$ cat config.mk
export PLATFORM = sky130hd
export DESIGN_NAME = lmzs_seq
export DESIGN_NICKNAME = d
export VERILOG_FILES = /design/src/lmzs_cnt.v /design/src/lmzs_seq.v
export VERILOG_INCLUDE_DIRS = /design/src
export SDC_FILE = /design/constraint.sdc
export NUM_CORES = 1
export LEC_CHECK = 0
export ABC_CLOCK_PERIOD_IN_PS = 3100
export BUFFER_PORTS_ARGS = -buffer_cell sky130_fd_sc_hd__buf_2
export CAP_MARGIN = 20
export CORE_MARGIN = 5
export CORE_UTILIZATION = 50
export DETAILED_ROUTE_END_ITERATION = 12
export PLACE_DENSITY = 0.71
export SETUP_SLACK_MARGIN = 0.3
export SYNTH_ARGS = -nofsm -noshare
export SYNTH_HDL_FRONTEND = slang
export SYNTH_HIERARCHICAL = 1
export SYNTH_SLANG_ARGS = --single-unit
$ cat constraint.sdc
create_clock -name i_ref_clk -period 3.1 [get_ports i_ref_clk]
set_input_delay 0.155 -clock i_ref_clk [delete_from_list [all_inputs] [get_ports i_ref_clk]]
set_output_delay 0.155 -clock i_ref_clk [all_outputs]
set_load 0.005 [all_outputs]
$ cat src/lmzs_defs.vh
`ifndef LMZS_DEFS_VH
`define LMZS_DEFS_VH
// timing figures in ns, converted to cycles of the 5 ns reference clock
`define LMZS_CLK_PS        5000
`define LMZS_TMRW_NS       10
`define LMZS_TINIT4_NS     1000
`define LMZS_TZQINIT_NS    1000000
`define LMZS_TZQRESET_NS   50
`define LMZS_TZQCL_NS      360
`define LMZS_TZQCS_NS      90
`define LMZS_TXP_NS        8
// mode register addresses and data selecting the special writes (values arbitrary, set per part)
`define LMZS_MA_RESET      8'h3f
`define LMZS_MA_ZQ         8'h0a
`define LMZS_OP_ZQINIT     8'hff
`define LMZS_OP_ZQCL       8'hab
`define LMZS_OP_ZQCS       8'h56
`define LMZS_OP_ZQRESET    8'hc3
// zq calibration kinds
`define LMZS_ZQ_INIT       2'h0
`define LMZS_ZQ_RESET      2'h1
`define LMZS_ZQ_LONG       2'h2
`define LMZS_ZQ_SHORT      2'h3
`endif

$ cat src/lmzs_cnt.v
`timescale 1ns/1ps
`default_nettype none
// loadable down counter; done pulses on the last count of one, the cycle before it reads zero
module lmzs_cnt #(
  parameter W = 20
) (
  input  wire         i_ref_clk, // clock
  input  wire         i_nrst,    // async reset, low
  input  wire         i_load,    // load pulse
  input  wire [W-1:0] i_val,     // cycles to run
  output wire         o_busy,    // counting
  output wire         o_done     // one-cycle end pulse
);
  reg [W-1:0] cnt_q;
  // count down to zero after each load
  always @(posedge i_ref_clk or negedge i_nrst) begin
    if (!i_nrst)
      cnt_q <= {W{1'b0}};
    else if (i_load)
      cnt_q <= i_val;
    else if (cnt_q != {W{1'b0}})
      cnt_q <= cnt_q - {{(W-1){1'b0}}, 1'b1};
  end
  assign o_busy = (cnt_q != {W{1'b0}});
  assign o_done = (cnt_q == {{(W-1){1'b0}}, 1'b1}) && !i_load;
endmodule // lmzs_cnt
`default_nettype wire

$ cat src/lmzs_seq.v
`timescale 1ns/1ps
`default_nettype none
`include "lmzs_defs.vh"
// Functional notes
// - mode register read allowed idle or active; bank state kept
// - reset write from idle enters auto-init, mode registers to default
// - array undefined after reset; boot timing until idle again
// - four zq kinds started by write: init, reset, long, short, own periods
// - zq pin current path off once calibration completes
// - zq tied high: ignore calibration commands, keep defaults
// - power down entry: cke low, cs high, cke high previous edge
// - in power down only clock and cke buffers stay on
// - no refresh during power down; controller exits in time
// - write decoded cs low, ca0-3 low; address from both edges, data from the falling edge only
module lmzs_seq #(
  parameter CW = 20 // counter width
) (
  input  wire        i_ref_clk,    // clock
  input  wire        i_nrst,       // async reset, low
  input  wire        i_cke,        // clock enable pin
  input  wire        i_cs_n,       // chip select pin, low active
  input  wire [9:0]  i_ca_rise,    // ca bus, rising edge half
  input  wire [9:0]  i_ca_fall,    // ca bus, falling edge half
  input  wire        i_banks_act,  // some bank active
  input  wire        i_zq_tied,    // zq strapped to vddca
  output reg         o_mr_we,      // mode register write strobe
  output reg  [7:0]  o_mr_addr,    // mode register address
  output reg  [7:0]  o_mr_data,    // mode register data
  output reg         o_mr_default, // restore all mode registers pulse
  output reg         o_array_bad,  // array contents undefined
  output reg         o_busy,       // nop-only period running
  output reg         o_pd,         // in power down
  output reg         o_buf_en,     // non-clock input/output buffers on
  output reg         o_zq_on,      // zq current path on
  output reg         o_zq_quiet,   // data bus must stay quiet
  output reg  [1:0]  o_zq_kind,    // active calibration kind
  output reg         o_cmd_ok,     // executable commands accepted
  output reg  [2:0]  o_state       // sequencer state
);
  localparam [2:0] S_IDLE = 3'h0;
  localparam [2:0] S_MRW  = 3'h1;
  localparam [2:0] S_RST  = 3'h2;
  localparam [2:0] S_ZQ   = 3'h3;
  localparam [2:0] S_PD   = 3'h4;
  localparam [2:0] S_XP   = 3'h5;

  // ns to cycles, rounded up (least times)
  function [CW-1:0] cyc;
    input integer ns;
    integer c;
    begin
      c = (ns * 1000 + `LMZS_CLK_PS - 1) / `LMZS_CLK_PS;
      if (c < 1)
        c = 1;
      cyc = c[CW-1:0];
    end
  endfunction

  localparam [CW-1:0] C_MRW  = cyc(`LMZS_TMRW_NS);
  localparam [CW-1:0] C_INIT = cyc(`LMZS_TINIT4_NS);
  localparam [CW-1:0] C_ZQI  = cyc(`LMZS_TZQINIT_NS);
  localparam [CW-1:0] C_ZQR  = cyc(`LMZS_TZQRESET_NS);
  localparam [CW-1:0] C_ZQL  = cyc(`LMZS_TZQCL_NS);
  localparam [CW-1:0] C_ZQS  = cyc(`LMZS_TZQCS_NS);
  localparam [CW-1:0] C_XP   = cyc(`LMZS_TXP_NS);

  // pins come from the controller's domain: two flops before use
  reg        cke_m_q, cke_q, cs_m_q, cs_q;
  reg [9:0]  car_m_q, car_q, caf_m_q, caf_q;
  reg        ba_m_q, ba_q, zt_m_q, zt_q;
  always @(posedge i_ref_clk or negedge i_nrst) begin
    if (!i_nrst) begin
      cke_m_q <= 1'b0;
      cke_q   <= 1'b0;
      cs_m_q  <= 1'b1;
      cs_q    <= 1'b1;
      car_m_q <= 10'h3ff;
      car_q   <= 10'h3ff;
      caf_m_q <= 10'h000;
      caf_q   <= 10'h000;
      ba_m_q  <= 1'b0;
      ba_q    <= 1'b0;
      zt_m_q  <= 1'b0;
      zt_q    <= 1'b0;
    end else begin
      cke_m_q <= i_cke;
      cke_q   <= cke_m_q;
      cs_m_q  <= i_cs_n;
      cs_q    <= cs_m_q;
      car_m_q <= i_ca_rise;
      car_q   <= car_m_q;
      caf_m_q <= i_ca_fall;
      caf_q   <= caf_m_q;
      ba_m_q  <= i_banks_act;
      ba_q    <= ba_m_q;
      zt_m_q  <= i_zq_tied;
      zt_q    <= zt_m_q;
    end
  end

  // previous sampled cke for entry detection
  reg cke_p_q;
  always @(posedge i_ref_clk or negedge i_nrst) begin
    if (!i_nrst)
      cke_p_q <= 1'b0;
    else
      cke_p_q <= cke_q;
  end

  // command decode
  wire       mrw_hit = cke_q && cke_p_q && !cs_q && (car_q[3:0] == 4'h0);
  wire [7:0] ma      = {caf_q[1:0], car_q[9:4]};
  wire [7:0] op      = caf_q[9:2];
  wire       is_rst  = (ma == `LMZS_MA_RESET);
  wire       is_zq   = (ma == `LMZS_MA_ZQ) && ((op == `LMZS_OP_ZQINIT) ||
                       (op == `LMZS_OP_ZQCL) || (op == `LMZS_OP_ZQCS) ||
                       (op == `LMZS_OP_ZQRESET));
  wire       pd_hit  = !cke_q && cke_p_q && cs_q;
  wire       mrw_ok  = mrw_hit && !ba_q;

  reg  [2:0]    st_q, st_d;
  reg  [1:0]    kind_q, kind_d;
  reg           ld;
  reg  [CW-1:0] ld_val;
  wire          t_busy, t_done;

  lmzs_cnt #(.W(CW)) u_tmr (
    .i_ref_clk (i_ref_clk),
    .i_nrst    (i_nrst),
    .i_load    (ld),
    .i_val     (ld_val),
    .o_busy    (t_busy),
    .o_done    (t_done)
  );

  // next-state logic
  always @* begin
    st_d   = st_q;
    kind_d = kind_q;
    ld     = 1'b0;
    ld_val = C_MRW;
    case (st_q)
      S_IDLE: begin
        if (pd_hit) begin
          st_d = S_PD;
        end else if (mrw_ok && is_rst) begin
          st_d = S_RST;
          ld = 1'b1;
          ld_val = C_INIT;
        end else if (mrw_ok && is_zq && !zt_q) begin
          st_d = S_ZQ;
          ld = 1'b1;
          if (op == `LMZS_OP_ZQINIT) begin
            kind_d = `LMZS_ZQ_INIT;
            ld_val = C_ZQI;
          end else if (op == `LMZS_OP_ZQRESET) begin
            kind_d = `LMZS_ZQ_RESET;
            ld_val = C_ZQR;
          end else if (op == `LMZS_OP_ZQCL) begin
            kind_d = `LMZS_ZQ_LONG;
            ld_val = C_ZQL;
          end else begin
            kind_d = `LMZS_ZQ_SHORT;
            ld_val = C_ZQS;
          end
        end else if (mrw_ok) begin
          st_d = S_MRW;
          ld = 1'b1;
          ld_val = C_MRW;
        end
      end
      S_MRW, S_RST, S_ZQ: begin
        if (t_done)
          st_d = S_IDLE;
      end
      S_PD: begin
        if (cke_q) begin
          st_d = S_XP;
          ld = 1'b1;
          ld_val = C_XP;
        end
      end
      S_XP: begin
        if (t_done || !t_busy)
          st_d = S_IDLE;
      end
      default: st_d = S_IDLE;
    endcase
  end

  // state registers
  always @(posedge i_ref_clk or negedge i_nrst) begin
    if (!i_nrst) begin
      st_q   <= S_IDLE;
      kind_q <= `LMZS_ZQ_INIT;
    end else begin
      st_q   <= st_d;
      kind_q <= kind_d;
    end
  end

  // registered outputs; mrr needs no state change, banks untouched
  always @(posedge i_ref_clk or negedge i_nrst) begin
    if (!i_nrst) begin
      o_mr_we      <= 1'b0;
      o_mr_addr    <= 8'h00;
      o_mr_data    <= 8'h00;
      o_mr_default <= 1'b0;
      o_array_bad  <= 1'b1;
      o_busy       <= 1'b0;
      o_pd         <= 1'b0;
      o_buf_en     <= 1'b1;
      o_zq_on      <= 1'b0;
      o_zq_quiet   <= 1'b0;
      o_zq_kind    <= `LMZS_ZQ_INIT;
      o_cmd_ok     <= 1'b1;
      o_state      <= S_IDLE;
    end else begin
      o_mr_we      <= (st_q == S_IDLE) && mrw_ok && !is_rst && !is_zq;
      o_mr_addr    <= (st_q == S_IDLE && mrw_ok) ? ma : o_mr_addr;
      o_mr_data    <= (st_q == S_IDLE && mrw_ok) ? op : o_mr_data;
      o_mr_default <= (st_d == S_RST) && (st_q == S_IDLE);
      // array marked undefined by reset write; cleared by the next ordinary write (not a zq or reset write)
      if ((st_d == S_RST) && (st_q == S_IDLE))
        o_array_bad <= 1'b1;
      else if (o_mr_we)
        o_array_bad <= 1'b0;
      o_busy       <= (st_d == S_MRW) || (st_d == S_RST) || (st_d == S_ZQ);
      o_pd         <= (st_d == S_PD);
      o_buf_en     <= (st_d != S_PD);
      o_zq_on      <= (st_d == S_ZQ);
      o_zq_quiet   <= (st_d == S_ZQ) && (kind_d != `LMZS_ZQ_RESET);
      o_zq_kind    <= kind_d;
      o_cmd_ok     <= (st_d == S_IDLE);
      o_state      <= st_d;
    end
  end
endmodule // lmzs_seq
`default_nettype wire

==> run metrics <==
status=completed; Final Setup Violations=0; CP Cell Sequence=or4_4 > nor2_4 > nand2_1 > a21oi_1 > buf_4 > clkinv_1 > o41a_1 > a221oi_2; HP Class=flip-flop to flip-flop; largest net degree at the start of global routing=100; crit-path max FO=26; PortBufs=55; routed vias=~2700; Post-Synthesis Cells=about 310; CTS tree=done; maxcap violations=0; share of cells above drive strength 1=0.3212; Die H=99.31 um; CP max stage delay=~570 ps; initial antenna violation count=0; period utilization=0.8276; CTS sink count=99; ys async rst share=1.000; drt drc=0; initial core utilization=0.5134; largest family of logic cells by synthesized area=simple AND/OR/NAND/NOR gates; leading cell types by total area after synthesis=dfrtp_1 (46%), dfstp_2 (16%), mux2_2 (3.4%), xnor2_1 (2.2%), nand2_1 (1.9%); Yosys reg bits=99; nets=roughly 440; Clk pin slew, worst setup/hold paths=approximately 100 ps; post-synthesis mux area share=0.04236; Pleak=2.223 nW; Synth Area in Adders=0.009413; diode count=0; worst reg2reg path depth=8; register area share after synthesis=0.6291; Synth Area in Compound Gates=0.09978; worst skew pair latency=roughly 370 ps; worst IR drop on VDD=about 350 uV; RD Place Congestion=between 0.8 and 0.9; Hold Path Cell Cnt=0; DR vias/cell=between 5 and 6; post-layout min period=between 2000 and 3000 ps; CP Buf/Inv Count=2; Post-Synth XOR/XNOR Area=0.03075; critical path data arrival time=2840 ps; CP max stage cell=or4_4; fin. max-slew vios=0; worst hold slack=355.2 ps; Synth Flop Type=dfrtp_1; dominant cell type by area after synthesis=dfrtp_1; Post-CTS Setup Inserts=0; Synth top area share=0.4644; delay-heaviest family, CP=simple AND/OR/NAND/NOR gates; synth warn=6; DRT Pass-1 Iters=5; post-place setup slack=486.5 ps; clk buf depth=2; DR iter-0 viols=105; area grow syn2layout=23.00%; root buf cell=clkbuf_8; IO Count=56; final setup TNS=0 ps; Avg Inst Size Synth=12.95 um2; GRT overflow=0; global-route wire length before repair=~13 mm; PD cells=approximately 690 mW/mm2; crit path kind=flip-flop to flip-flop; hold_sp=caf_m_q[4]$_DFF_PN0_; Cell Area, Synth=around 0.004 mm2; row count=32; WL per Instance=14.73 um; die width=99.31 um; vias in the first global route=about 2700; worst slew pin tran=between 700 and 800 ps; Worst setup SP type=flip-flop; FF-to-FF Start=car_q[0]$_DFF_PN1_; slew margin rel.=0.4948; Min-Delay Endpoint=caf_q[4]$_DFF_PN0_; clk_skew=between 10 and 15 ps; Die ar.=about 0.01 mm2; Post-DRT Antenna Nets=0; worst r2r dst=u_tmr/cnt_q[17]$_DFFE_PN0P_; DP HPWL=just over 5 mm; Final Hold Vio Count=0; global router's overall resource usage=0.1677; CTS H-Tree Depth=3; Post-synth EDFFs=0; final setup margin=534.4 ps; final WL=roughly 7.6 mm; WP data required=between 3000 and 4000 ps; Synth cell types=62; TritonCTS Buffers=9; Crit. End Element=flip-flop; reg2reg setup slack=approximately 530 ps; Core ar.=roughly 0.0078 mm2; Simple-Gate Fraction of Synth Area=0.1663; RSZ-0062 raised after global routing=false; FMAX=between 300 and 400 MHz
==> metal layers <==
metal,up-vias,wire (um),global-route usage
li1,1300,-,-
met1,1287,3499,0.2294
met2,59,3602,0.2639
met3,11,347,0.03436
met4,0,105,0.06618
met5,-,0,0
==> worst max-delay path by stage <==
| stage | cells after the start | startpoint | slack, ps | endpoint |
|---|---|---|---|---|
| 2_1_floorplan | 12 | cs_q$_DFF_PN1_ | 520 | o_cmd_ok$_DFF_PN1_ |
| 3_3_place_gp | 11 | cs_q$_DFF_PN1_ | 570 | o_cmd_ok$_DFF_PN1_ |
| 3_5_place_dp | 11 | cs_q$_DFF_PN1_ | 490 | o_cmd_ok$_DFF_PN1_ |
| 4_1_cts | 11 | cs_q$_DFF_PN1_ | 460 | o_cmd_ok$_DFF_PN1_ |
| 5_1_grt | 8 | car_q[0]$_DFF_PN1_ | 330 | u_tmr/cnt_q[17]$_DFFE_PN0P_ |
| 6_report | 8 | car_q[0]$_DFF_PN1_ | 530 | u_tmr/cnt_q[17]$_DFFE_PN0P_ |
==> stage by stage <==
| stage | std cells | cell area [um2] | util | power [mW] |
|---|---|---|---|---|
| 6_report | 513 | 4905 | 0.6314 | 3.409 |
| 3_3_place_gp | 472 | 4437 | 0.5712 | 2.513 |
| 4_1_cts | 513 | 4900 | 0.6308 | 3.421 |
| 3_5_place_dp | 472 | 4437 | 0.5712 | 2.533 |
| 2_1_floorplan | 317 | 4021 | - | 2.304 |
| 5_1_grt | 513 | 4905 | 0.6314 | 3.608 |
==> report_power, final <==
part / internal [mW] / switching, mW / total [mW]
clock network: 0.393 / 0.474 / 0.866
logic: 0.389 / 0.427 / 0.816
registers: 1.50 / 0.225 / 1.73
==> cells in the mapped netlist (2+ instances only) <==
library cell,n
dfrtp_1,74
dfstp_2,25
nand2_1,20
nor2_1,18
nor3_1,14
inv_1,12
mux2_2,12
a21oi_1,10
o31ai_1,10
xnor2_1,10
o21ai_0,9
a22o_1,8
nand4_1,6
or4_1,5
nor4_1,4
xor2_1,4
a2bb2oi_1,3
and2_1,3
ha_1,3
mux2_1,3
nor3b_1,3
nor4_4,3
buf_2,2
clkbuf_1,2
nand2_2,2
nand2b_1,2
nand3_1,2
nand3b_1,2
nand4b_1,2
nand4bb_1,2
or2_2,2
==> cells in the final DEF (no fill, tap or decap), types with 10 or more instances in the layout <==
cell | synthesis | final
dfstp_2 | 25 | 25
nand2_1 | 20 | 20
nor3_1 | 14 | 13
conb_1 | 1 | 10
dfrtp_1 | 74 | 74
xnor2_1 | 10 | 10
o31ai_1 | 10 | 10
nor2_1 | 18 | 18
dlygate4sd3_1 | 0 | 25
mux2_2 | 12 | 12
buf_2 | 2 | 54
a21oi_1 | 10 | 10
inv_1 | 12 | 12
==> logic make-up after synthesis <==
group	count (synthesis)
simple gates	103
compound gates	53
buf+inv	20
other cells	1
xor+xnor	14
flops	99
mux	15
fa+ha+maj	3
==> final cells by class <==
class                   instances  area (um2)
flip-flops and latches         99        2509
repair buffers                 84       570.5
well taps                     102       127.6
inverters                      14       52.55
multi-input cells             198        1433
fillers                       614        2863
clock inverters                 6       85.08
clock buffers                  10       127.6
==> flip-flops by register name (all words and copies together) (netlist names), 2 cells and up <==
name / cells
o_state: 3
o_mr_addr: 8
o_mr_data: 8
u_tmr/cnt_q: 20
caf_q: 10
caf_m_q: 10
car_q: 10
o_zq_kind: 2
car_m_q: 10
==> worst reg2reg max path: cells and delay by family, from the launching register on <==
kind	cells	cell delay [ps]
buffers and inverters	2	640
and+or+nand+nor	3	820
DFF	1	370
AOI/OAI and AO/OA	3	650
==> what timing repair did <==
action                                  CTS  global route
hold buffers                             25             0
endpoints found under the setup margin    0             1
endpoints found under the hold margin    98             0
resized for setup                         0             1
(Power assumes the default switching activity.)
